$ cat config.mk
export PLATFORM = sky130hd
export DESIGN_NAME = tsm_top
export DESIGN_NICKNAME = d
export VERILOG_FILES = /design/src/design/tsm_top.v
export VERILOG_INCLUDE_DIRS = /design/src /design/src/design
export SDC_FILE = /design/constraint.sdc
export NUM_CORES = 1
export LEC_CHECK = 0
export BUFFER_PORTS_ARGS = -buffer_cell sky130_fd_sc_hd__buf_2
export CORE_MARGIN = 2
export CORE_UTILIZATION = 25
export DETAILED_ROUTE_END_ITERATION = 8
export HOLD_SLACK_MARGIN = 0.03
export PLACE_DENSITY_LB_ADDON = 0.05
export REMOVE_ABC_BUFFERS = 1
export SLEW_MARGIN = 40
export SYNTH_ARGS = -nofsm -noshare
export SYNTH_HDL_FRONTEND = slang
export SYNTH_SLANG_ARGS = --single-unit
$ cat constraint.sdc
create_clock -name MCLK_I -period 1.1 [get_ports MCLK_I]
set_input_delay 0.165 -clock MCLK_I [delete_from_list [all_inputs] [get_ports MCLK_I]]
set_output_delay 0.165 -clock MCLK_I [all_outputs]
set_load 0.01 [all_outputs]
$ cat src/design/tsm_defines.vh
`ifndef TSM_DEFINES_VH
`define TSM_DEFINES_VH

// Register byte offsets on the APB slave.
`define TSM_OFF_SYNC 5'h00
`define TSM_OFF_MODE 5'h04
`define TSM_OFF_IRQ_STAT 5'h08
`define TSM_OFF_IRQ_MASK 5'h0C

// Reset values, and the bits that always read as one.
`define TSM_SYNC_RESET 8'hE0
`define TSM_MODE_RESET 8'h80
`define TSM_SYNC_FIXED 8'hE0
`define TSM_MODE_FIXED 8'h80

// Field positions in the mode register.
`define TSM_MODE_QUAD_BIT 6
`define TSM_MODE_OVERFLOW_FLAG_CONDITION_BIT 5

// Combination-mode field: upper bit set selects a paired PWM mode.
`define TSM_COMBO_PAIRED_BIT 1

// Interrupt status bit positions.
`define TSM_IRQ_OVF_BIT 0
`define TSM_IRQ_SYNC_BIT 1
`define TSM_IRQ_WIDTH 2

`endif

$ cat src/design/tsm_top.v
// Behaviour
// - Clear sync bit: channel presets/clears alone
// - Set sync bit: joins group preset/clear
// - Sync register resets E0, top bits one
// - Mode register resets 80, bit7 one
// - Mode bit 6 selects channel-2 phase counting
// - Phase mode counts both edges, both pins
// - Other pin level sets count direction
// - Phase mode ignores edge and prescaler select
// - Clear, compare, capture, interrupts stay normal
// - Bit 5 picks overflow-only or both
// - Mode bits 4..0 select per-channel PWM
// - PWM pin high on A, low on B
// - Paired combo mode overrides PWM for 3,4
`timescale 1ns/100ps
`include "tsm_defines.vh"

module tsm_top #(
    parameter NUM_CH = 5
) (
    input wire MCLK_I,
    input wire RST_I,
    input wire STANDBY_I,
    input wire PSEL_I,
    input wire PENABLE_I,
    input wire PWRITE_I,
    input wire [31:0] PADDR_I,
    input wire [31:0] PWDATA_I,
    output wire PREADY_O,
    output reg [31:0] PRDATA_O,
    output wire PSLVERR_O,
    output wire IRQ_O,
    input wire [NUM_CH-1:0] CH_PRESET_REQ_I,
    input wire [NUM_CH-1:0] CH_CLEAR_REQ_I,
    output wire [NUM_CH-1:0] CH_PRESET_O,
    output wire [NUM_CH-1:0] CH_CLEAR_O,
    input wire EXT_CLOCK_IN_A_I,
    input wire EXT_CLOCK_IN_B_I,
    input wire CH2_NORMAL_TICK_I,
    output wire CH2_COUNT_EN_O,
    output wire CH2_COUNT_UP_O,
    output wire CH2_QUAD_MODE_O,
    input wire CH2_OVERFLOW_I,
    input wire CH2_UNDERFLOW_I,
    output wire CH2_OVF_SET_O,
    input wire [1:0] COMBO_MODE_I,
    input wire [NUM_CH-1:0] CMP_MATCH_A_I,
    input wire [NUM_CH-1:0] CMP_MATCH_B_I,
    output reg [NUM_CH-1:0] PWM_O,
    output wire [NUM_CH-1:0] PWM_OE_O
);

    // ------------------------------------------------------------------
    // Register file
    // ------------------------------------------------------------------
    reg [4:0] sync_q;
    reg [6:0] mode_q;
    reg [`TSM_IRQ_WIDTH-1:0] irq_stat_q;
    reg [`TSM_IRQ_WIDTH-1:0] irq_mask_q;
    wire [`TSM_IRQ_WIDTH-1:0] irq_event;
    wire wr_en;
    wire rd_phase;
    wire [4:0] reg_addr;
    wire addr_hit;
    // Full-width copies of the reset values, so that only the implemented bits are loaded.
    localparam [7:0] sync_reset_val = `TSM_SYNC_RESET;
    localparam [7:0] mode_reset_val = `TSM_MODE_RESET;

    assign reg_addr = PADDR_I[4:0];
    assign addr_hit = (PADDR_I[31:5] == 27'h0000000) &&
                      ((reg_addr == `TSM_OFF_SYNC) || (reg_addr == `TSM_OFF_MODE) ||
                       (reg_addr == `TSM_OFF_IRQ_STAT) || (reg_addr == `TSM_OFF_IRQ_MASK));
    assign wr_en = PSEL_I && PENABLE_I && PWRITE_I && addr_hit;
    assign rd_phase = PSEL_I && !PENABLE_I && !PWRITE_I;

    // Every access completes in its first access cycle.
    assign PREADY_O = 1'b1;
    assign PSLVERR_O = PSEL_I && PENABLE_I && !addr_hit;

    // Standby restores the same values as reset, but synchronously, so that
    // no port is ever loaded into a flip-flop under the asynchronous reset.
    always @(posedge MCLK_I or posedge RST_I) begin
        if (RST_I) begin
            sync_q <= sync_reset_val[4:0];
            mode_q <= mode_reset_val[6:0];
        end else if (STANDBY_I) begin
            sync_q <= sync_reset_val[4:0];
            mode_q <= mode_reset_val[6:0];
        end else if (wr_en) begin
            if (reg_addr == `TSM_OFF_SYNC) begin
                sync_q <= PWDATA_I[4:0];
            end
            if (reg_addr == `TSM_OFF_MODE) begin
                mode_q <= PWDATA_I[6:0];
            end
        end
    end

    always @(posedge MCLK_I or posedge RST_I) begin
        if (RST_I) begin
            irq_mask_q <= {`TSM_IRQ_WIDTH{1'b0}};
        end else if (STANDBY_I) begin
            irq_mask_q <= {`TSM_IRQ_WIDTH{1'b0}};
        end else if (wr_en && (reg_addr == `TSM_OFF_IRQ_MASK)) begin
            irq_mask_q <= PWDATA_I[`TSM_IRQ_WIDTH-1:0];
        end
    end

    // A new event in the cycle of a write-one-to-clear keeps its bit set.
    always @(posedge MCLK_I or posedge RST_I) begin
        if (RST_I) begin
            irq_stat_q <= {`TSM_IRQ_WIDTH{1'b0}};
        end else if (STANDBY_I) begin
            irq_stat_q <= {`TSM_IRQ_WIDTH{1'b0}};
        end else if (wr_en && (reg_addr == `TSM_OFF_IRQ_STAT)) begin
            irq_stat_q <= (irq_stat_q & ~PWDATA_I[`TSM_IRQ_WIDTH-1:0]) | irq_event;
        end else begin
            irq_stat_q <= irq_stat_q | irq_event;
        end
    end

    assign IRQ_O = |(irq_stat_q & irq_mask_q);

    // Read data is registered in the setup cycle and stands in the access cycle.
    always @(posedge MCLK_I or posedge RST_I) begin
        if (RST_I) begin
            PRDATA_O <= 32'h00000000;
        end else if (rd_phase && !addr_hit) begin
            PRDATA_O <= 32'h00000000;
        end else if (rd_phase) begin
            case (reg_addr)
                `TSM_OFF_SYNC: PRDATA_O <= {24'h000000, `TSM_SYNC_FIXED | {3'b000, sync_q}};
                `TSM_OFF_MODE: PRDATA_O <= {24'h000000, `TSM_MODE_FIXED | {1'b0, mode_q}};
                `TSM_OFF_IRQ_STAT: PRDATA_O <= {{(32-`TSM_IRQ_WIDTH){1'b0}}, irq_stat_q};
                `TSM_OFF_IRQ_MASK: PRDATA_O <= {{(32-`TSM_IRQ_WIDTH){1'b0}}, irq_mask_q};
                default: PRDATA_O <= 32'h00000000;
            endcase
        end
    end

    // ------------------------------------------------------------------
    // Synchronous preset and clear
    // ------------------------------------------------------------------
    // Combinational on purpose: the whole group must act in the cycle of the
    // request, so no register may sit between a member and the others.
    wire [NUM_CH-1:0] sync_mask;
    wire group_preset;
    wire group_clear;

    assign sync_mask = sync_q[NUM_CH-1:0];
    assign group_preset = |(CH_PRESET_REQ_I & sync_mask);
    assign group_clear = |(CH_CLEAR_REQ_I & sync_mask);
    assign CH_PRESET_O = CH_PRESET_REQ_I | (sync_mask & {NUM_CH{group_preset}});
    assign CH_CLEAR_O = CH_CLEAR_REQ_I | (sync_mask & {NUM_CH{group_clear}});

    // ------------------------------------------------------------------
    // Channel 2 phase counting
    // ------------------------------------------------------------------
    reg pin_a_q;
    reg pin_b_q;
    reg pin_a_prev_q;
    reg pin_b_prev_q;
    wire quad_mode;
    wire a_rise;
    wire a_fall;
    wire b_rise;
    wire b_fall;
    wire quad_edge;
    wire quad_down;

    // The pins are taken as synchronous; two register stages per pin give a clean edge detect.
    always @(posedge MCLK_I or posedge RST_I) begin
        if (RST_I) begin
            pin_a_q <= 1'b0;
            pin_b_q <= 1'b0;
            pin_a_prev_q <= 1'b0;
            pin_b_prev_q <= 1'b0;
        end else begin
            pin_a_q <= EXT_CLOCK_IN_A_I;
            pin_b_q <= EXT_CLOCK_IN_B_I;
            pin_a_prev_q <= pin_a_q;
            pin_b_prev_q <= pin_b_q;
        end
    end

    assign quad_mode = mode_q[`TSM_MODE_QUAD_BIT];
    assign a_rise = pin_a_q && !pin_a_prev_q;
    assign a_fall = !pin_a_q && pin_a_prev_q;
    assign b_rise = pin_b_q && !pin_b_prev_q;
    assign b_fall = !pin_b_q && pin_b_prev_q;
    assign quad_edge = a_rise || a_fall || b_rise || b_fall;
    // Down when the other pin's level matches these four cases; up otherwise.
    assign quad_down = (a_rise && !pin_b_q) || (b_rise && pin_a_q) ||
                       (a_fall && pin_b_q) || (b_fall && !pin_a_q);

    // Phase mode replaces the normal tick entirely, so the edge and prescaler
    // settings behind CH2_NORMAL_TICK_I have no effect there.
    assign CH2_COUNT_EN_O = quad_mode ? quad_edge : CH2_NORMAL_TICK_I;
    assign CH2_COUNT_UP_O = quad_mode ? !quad_down : 1'b1;
    assign CH2_QUAD_MODE_O = quad_mode;
    // Clearing, compare, capture and interrupt paths of channel 2 are not
    // routed through here, so they behave the same in either mode.

    // ------------------------------------------------------------------
    // Channel 2 overflow flag condition
    // ------------------------------------------------------------------
    assign CH2_OVF_SET_O = CH2_OVERFLOW_I ||
                           (CH2_UNDERFLOW_I && !mode_q[`TSM_MODE_OVERFLOW_FLAG_CONDITION_BIT]);

    assign irq_event[`TSM_IRQ_OVF_BIT] = CH2_OVF_SET_O;
    assign irq_event[`TSM_IRQ_SYNC_BIT] = group_preset || group_clear;

    // ------------------------------------------------------------------
    // PWM outputs
    // ------------------------------------------------------------------
    wire paired_mode;
    wire [NUM_CH-1:0] pwm_active;
    integer i;
    genvar ch;

    assign paired_mode = COMBO_MODE_I[`TSM_COMBO_PAIRED_BIT];

    generate
        for (ch = 0; ch < NUM_CH; ch = ch + 1) begin : g_pwm
            if (ch >= 3) begin : g_paired
                assign pwm_active[ch] = mode_q[ch] && !paired_mode;
            end else begin : g_plain
                assign pwm_active[ch] = mode_q[ch];
            end
        end
    endgenerate

    // When both matches hit in one cycle, the low level wins so the
    // pulse never stretches past its programmed end.
    always @(posedge MCLK_I or posedge RST_I) begin
        if (RST_I) begin
            PWM_O <= {NUM_CH{1'b0}};
        end else begin
            for (i = 0; i < NUM_CH; i = i + 1) begin
                if (!pwm_active[i]) begin
                    PWM_O[i] <= 1'b0;
                end else if (CMP_MATCH_B_I[i]) begin
                    PWM_O[i] <= 1'b0;
                end else if (CMP_MATCH_A_I[i]) begin
                    PWM_O[i] <= 1'b1;
                end
            end
        end
    end

    assign PWM_OE_O = pwm_active;

endmodule // tsm_top

==> impl_results.md, run 1 <==
- # clock sinks: 33
- Crit-path max FO: 5
- Chip height: 94.0 um
- Seq/Total Area, Yosys: 40.8%
- VDD IR max: 303 uV
- Buffers on Ports: 104
- DRT iter0 DRCs: 66
- CP cell instances: buf_6, or4_4, or4_4, or4_4, mux2i_1
- Number of max-cap violations: 0
- PwrDens: 772 nW/um2
- Setup CP Type: in -> reg
- Cell taking the most area after synthesis: dfrtp_1
- Failing checks: negative setup slack
- Dpl ws: -1.08 ns
- Flop-to-flop setup slack: -0.37 ns
- Post-placement cell count: 437
- Met1 usage: 18.6%
- Vias: 2038
- Synth top area cells: dfrtp_1 41%, buf_4 10%, mux2i_1 8.4%, nand2b_1 6.8%, a21o_1 4.1%
- Final WS setup: -0.650 ns
- Post-synth ARST share: 100%
- Vias in the first global route: 2029
- Leak: 1.76 nW
- Clk Latency, worst-skew pair: 0.28 ns
- Fin. Hold Viols: 0
- Post-synth top cells: 33 x dfrtp_1, 28 x buf_4, 22 x nand2b_1
- Avg Vias per Cell: 4.35
- Area share of the largest cell type after synthesis: 40.8%
- Largest net degree at the start of global routing: 34
- DR WL/cell: 13.1 um
- Initial antenna violation count: 0
- # diodes: 0
- Worst Path Arrival: 1.92 ns
- Die Wd: 94.0 um
- Gr busiest metal: met2
- Layout cells sized above 1: 55.2%
- Netlist cell types: 34
- Final Max Tran Viols: 0
- HP Start: PWDATA_I[5]
- WHS Endpoint: mode_q[5]$_DFFE_PP0P_
- Final instance count without filler cells: 468
- Warnings, synthesis: 0
- CP dominant cell by count: or4_4
- Status: finished, violations left
- Total GRT Usage: 14.1%
- CP max stage cell: or4_4
- Min-Delay Path Class: in -> reg
- Global-route wire length before repair: 9.75 mm
- Initial Util: 26.1%
- Final setup viols: 34
- Top-count cell post-synth: dfrtp_1
- Ys flop type: dfrtp_1
- Worst path top cell family by delay: simple AND/OR/NAND/NOR gates
- Post-Syn Area: 2020 um2
- Core Box Area: 7770 um2
- CTS Buffer Depth: 2
- Area growth syn-to-layout: 68.3%
- Hold Path Depth: 3
- Buf+Inv Stages, Crit Path: 1
- Fin crit period: 1.75 ns
- Root buffer cell: clkbuf_8
- Post-DP HPWL: 4.54 mm
- Total power: 2.63 mW
- Clock skew: 0.00587 ns
- CP peak stage delay: 0.53 ns
- Post-synth EDFFs: 0
- DRC: 0
- GP Congestion: 0.729
- Critical Path Start Type: input pin
- FF-to-FF path depth: 6
- RR Endpoint: PRDATA_O[0]$_DFFE_PP0P_
- Worst setup EP type: flop
- CTS buffer count: 5
- DIE AREA: 8830 um2
- Layout Nets: 464
- IO Count: 156
- CTS tree: built
- Synthesized instance count: 208
- Rows: 32
- #FFs+latches synth: 33
- Grt ovf: 0
- R2R Path Start: sync_mask[0]$_DFFE_PP0P_
- Clock transition at path regs: 0.08 ns
- Final wirelength: 6.11 mm
- M3 GR Usage: 2.97%
- RSZ-0062 raised after global routing: true
- Antenna viol nets, final: 0
- Syn_area_per_cell: 9.73 um2
- Worst EP required: 1.27 ns
- CTS H-Tree Depth: 2
- Met2 track demand over resource: 23.6%
- Fmax: 572 MHz
- Period utilisation layout: 159%
- Detailed Routing Iterations Pass 1: 4
[kinds of logic after synthesis]
family / synth area share, %
flops: 40.8
other cells: 0.371
fa+ha+maj: 1.24
simple gates: 22.3
buf+inv: 12.9
mux: 10.6
compound gates: 11.4
xor+xnor: 0.433
[cell usage in the layout, fill, tap and decap left out, types with 3 or more instances in the layout]
master / instances
nor2_1: 7
dlygate4sd3_1: 8
buf_6: 24
buf_4: 36
dfrtp_1: 31
mux2i_1: 16
a21o_1: 11
inv_1: 6
or4_4: 5
conb_1: 25
buf_2: 92
nand2_1: 14
o21ai_0: 3
o21ai_2: 5
nor3b_1: 3
clkbuf_8: 5
nand2b_1: 22
nor4_4: 7
[through the flow]
stage	util, %	instance area (um2)	setup TNS [ns]	hold slack [ns]
after global routing	43.9	3410	-18.74	0.145
after detailed placement	36.0	2790	-22.45	0.224
after global placement	36.0	2790	-22.64	0.228
final	43.9	3410	-16.30	0.142
after floorplan	-	1880	-15.63	0.196
after CTS	41.6	3230	-17.09	0.129
[routing by layer]
| metal | vias to the layer above | wire length, um | share of wire (%) |
|---|---|---|---|
| met5 | - | 0 | 0 |
| met4 | 0 | 34 | 0.56 |
| met3 | 2 | 490 | 8.0 |
| met2 | 96 | 2910 | 48 |
| met1 | 942 | 2680 | 44 |
| li1 | 998 | - | - |
[worst max path at each step]
stage,slack (ns),start,to,cells after the start
global route,-0.74,sync_mask[0]$_DFFE_PP0P_,CH_PRESET_O[2],4
detailed placement,-1.08,PADDR_I[15],mode_q[2]$_DFFE_PP0P_,6
CTS,-0.65,PADDR_I[25],mode_q[1]$_DFFE_PP0P_,6
global placement,-1.06,PADDR_I[15],mode_q[1]$_DFFE_PP0P_,6
finish,-0.65,PADDR_I[25],mode_q[1]$_DFFE_PP0P_,5
floorplan,-0.93,PADDR_I[15],mode_q[0]$_DFFE_PP0P_,4
[power by group]
part	switching, mW	total, mW	internal (mW)
sequential	0.00825	1.23	1.22
clock	0.468	0.905	0.437
combinational	0.241	0.495	0.255
[timing repair]
item / in CTS / in global routing
pin swaps: 22 / 17
hold buffers: 8 / 0
resized for setup: 36 / 38
setup endpoints to repair: 42 / 44
hold endpoints to repair: 40 / 0
buffers inserted: 10 / 6
[cell type report]
class / count / area (um2)
fillers: 796 / 4360
clock inverters: 3 / 17.5
inverters: 7 / 26.3
clock buffers: 5 / 68.8
repair buffers: 161 / 1100
well taps: 102 / 128
flip-flops and latches: 33 / 828
multi-input cells: 157 / 1240
[worst min-delay path, stage by stage]
cell,delay [ns]
buf_2,0.10
nand2b_1,0.05
mux2i_1,0.06
[flip-flops by register name, summed over array words and instances (netlist names), 2 cells and up]
signal and flops:
irq_mask_q 2, mode_q 7, irq_stat_q 2, PRDATA_O 8, PWM_O 5, sync_mask 5
No activity file was read; power rests on OpenSTA's default activity.
==> run 2, diff against run 1 <==
- PLACE_DENSITY_LB_ADDON: 0.05 -> 0.3
- SKIP_CTS_REPAIR_TIMING: unset -> 1
==> run 2 against run 1 <==
Against the previous run: the flow still finishes with violations (negative setup slack); highest routed layer unchanged; total power increased by 8.8%; final cell count shrank 2.6%; via count decreased by 2.1%; global-route usage fell by 1.7 points; sequential power hardly changed; routed wire length is 1.8% lower; critical endpoint is now irq_stat_q[0]$_DFF_PP0_; clock power grew 31%; critical path type unchanged; clock skew up 0.0035 ns; largest cell class unchanged; design area is 6.9% lower.
==> impl_results.md, run 2 (synthesized netlist as in run 1, its figures left out) <==
- DRC: 0 (unchanged)
- Initial antenna violation count: 0 (unchanged)
- CP max stage cell: or4_4
- CP peak stage delay: 0.58 ns (+0.05 ns)
- Post-DP HPWL: 4.75 mm (+4.6%)
- Commonest cells after routing, fill and taps aside: 98 x buf_2, 32 x dfrtp_1, 31 x buf_4
- Layout cells sized above 1: 48.3% (-6.9 points)
- RR Endpoint: irq_stat_q[1]$_DFF_PP0_
- Area growth syn-to-layout: 56.7%
- Grt ovf: 0 (unchanged)
- FILL cells: 797 (+0.13%)
- Worst EP required: 1.25 ns (-0.02 ns)
- Final setup viols: 38 (+12%)
- Total power: 2.86 mW (+8.8%)
- Global-route wire length before repair: 8.53 mm (-13%)
- Vias: 1996 (-2.1%)
- Clock power frac: 41.4% (+7.0 points)
- Finished Cell Area: 3170 um2 (-6.9%)
- Worst path top cell family by delay: simple AND/OR/NAND/NOR gates
- Flop-to-flop setup slack: -0.24 ns (+0.13 ns)
- Post-placement cell count: 433 (-0.92%)
- NetSw: 0.676 mW (-5.7%)
- Largest register by flop count: PRDATA_O
- Placed Area: 2760 um2 (-1.1%)
- Crit-path max FO: 3 (-2)
- DIE AREA: 8830 um2 (unchanged)
- Top flop regs: PRDATA_O (8), mode_q (7)
- Period utilisation layout: 162% (+3.0 points)
- Fmax: 561 MHz (-1.8%)
- FF+latch area: 827 um2 (-0.15%)
- IO Count: 156 (unchanged)
- Min-Delay Path Class: in -> reg
- Status: finished, violations left
- Clock transition at path regs: 0.07 ns (about the same)
- CP cell instances: buf_6, or4_4, or4_4, buf_4, o41ai_4, a21oi_1
- WHS Endpoint: PWM_O[2]$_DFFE_PP0P_
- Detailed Routing Iterations Pass 1: 5 (+1)
- Logic pwr share: 15.5% (-3.3 points)
- Final instance count without filler cells: 456 (-2.6%)
- Die Wd: 94.0 um (unchanged)
- # diodes: 0 (unchanged)
- Hold Path Depth: 2 (-1)
- Vias in the first global route: 1876 (-7.5%)
- PwrDens: 902 nW/um2 (+17%)
- Critical Path Start Type: input pin
- CTS tree: built
- VDD IR max: 491 uV (+62%)
- Largest net degree at the start of global routing: 34 (unchanged)
- Chip height: 94.0 um (unchanged)
- Root buffer cell: clkbuf_8
- Clock skew: 0.00937 ns (+0.00350 ns)
- Final wirelength: 6.01 mm (-1.8%)
- FF-to-FF path depth: 4 (-2)
- CP dominant cell by count: or4_4
- Number of max-cap violations: 0 (unchanged)
- Largest register FFs: 8 (unchanged)
- DR WL/cell: 13.2 um (+0.82%)
- Layout Nets: 452 (-2.6%)
- Buf+Inv Stages, Crit Path: 2 (+1)
- Buffers on Ports: 104 (unchanged)
- Fin crit period: 1.78 ns (+0.0329 ns)
- RSZ-0062 raised after global routing: true
- R2R Path Start: sync_mask[0]$_DFFE_PP0P_
- CTS Buffer Depth: 2 (unchanged)
- Failing checks: negative setup slack
- # clock sinks: 33 (unchanged)
- HP Start: CMP_MATCH_B_I[2]
- Final Max Tran Viols: 0 (unchanged)
- Avg Vias per Cell: 4.38 (+0.52%)
- Worst Path Arrival: 1.93 ns (about the same)
- DRT iter0 DRCs: 70 (+6.1%)
- Fin. Hold Viols: 0 (unchanged)
- Leak: 1.69 nW (-4.1%)
- Antenna viol nets, final: 0 (unchanged)
- Setup CP Type: in -> reg
- Total GRT Usage: 12.4% (-1.7 points)
- CTS H-Tree Depth: 2 (unchanged)
- Initial Util: 26.1% (unchanged)
- Final WS setup: -0.682 ns (-0.0329 ns)
- Clk Latency, worst-skew pair: 0.28 ns (about the same)
- CTS buffer count: 5 (unchanged)
- Pint: 2.19 mW (+14%)
- Worst setup EP type: flop
- Core Box Area: 7770 um2 (unchanged)
- Area occupied by multi-input gates: 1130 um2 (-9.0%)
- GP Congestion: 0.794 (+8.9%)
- Most common cell after layout, fill and taps aside: buf_2
- Sw frac: 23.6% (-3.6 points)
- Rows: 32 (unchanged)
- Sequential power share: 43.1% (-3.7 points)
## run 2: cell count changes in the layout (fill, tap and decap cells not counted), sizes merged
cell,change
dlygate4sd3,-1
buf,-11
clkinvlp,-1
clkbuf,+2
clkinv,-2
bufinv,+1
## run 2: how the worst max path moves through the flow
| stage | start | end | depth (start not counted) |
|---|---|---|---|
| 2_1_floorplan | PADDR_I[15] | mode_q[0]$_DFFE_PP0P_ | 4 |
| 3_3_place_gp | PADDR_I[15] | mode_q[0]$_DFFE_PP0P_ | 6 |
| 3_5_place_dp | PADDR_I[15] | mode_q[4]$_DFFE_PP0P_ | 6 |
| 4_1_cts | PADDR_I[15] | mode_q[4]$_DFFE_PP0P_ | 6 |
| 5_1_grt | PADDR_I[15] | mode_q[4]$_DFFE_PP0P_ | 6 |
| 6_report | PADDR_I[15] | irq_stat_q[0]$_DFF_PP0_ | 6 |
## run 2: through the flow
| step | setup WS (ns) | TNS [ns] | util [%] | hold slack (ns) |
|---|---|---|---|---|
| 6_report | -0.682 | -17.87 | 40.8 | 0.0402 |
| 5_1_grt | -0.725 | -20.68 | 40.8 | 0.0317 |
| 4_1_cts | -0.806 | -20.44 | 37.1 | -0.0851 |
| 3_5_place_dp | -1.10 | -22.72 | 35.6 | 0.224 |
| 3_3_place_gp | -1.06 | -22.36 | 35.6 | 0.218 |
| 2_1_floorplan | -0.928 | -15.63 | - | 0.196 |
## run 2: cell type report
| type | count | share of cell area (%) |
|---|---|---|
| Tap cell | 102 | 4.02 |
| Inverter | 7 | 0.828 |
| Clock buffer | 7 | 2.72 |
| Multi-Input combinational cell | 157 | 35.5 |
| Clock inverter | 1 | 0.947 |
| Timing Repair Buffer | 149 | 29.9 |
| Sequential cell | 33 | 26.1 |
## run 2: power by group through the flow
stage,Clock (mW),Combinational (mW),Sequential (mW)
floorplan,0,0.155,1.25
global placement,0,0.385,1.25
detailed placement,0,0.390,1.25
CTS,1.24,0.391,1.23
global route,1.27,0.489,1.23
finish,1.19,0.443,1.23
## run 2: routing by layer
layer | GRT usage [%] | share of wire (%) | up-vias
met4 | 2.78 | 0.77 | 0
met5 | 0 | 0 | -
met1 | 14.4 | 41 | 927
met3 | 3.69 | 9.0 | 7
met2 | 22.4 | 50 | 90
li1 | - | - | 972
## run 2: worst reg2reg max path: stages (launching register included)
cell	delay (ns)
dfrtp_1	0.41
a222oi_1	0.32
nand2_1	0.20
nor2_1	0.19
a21oi_1	0.09
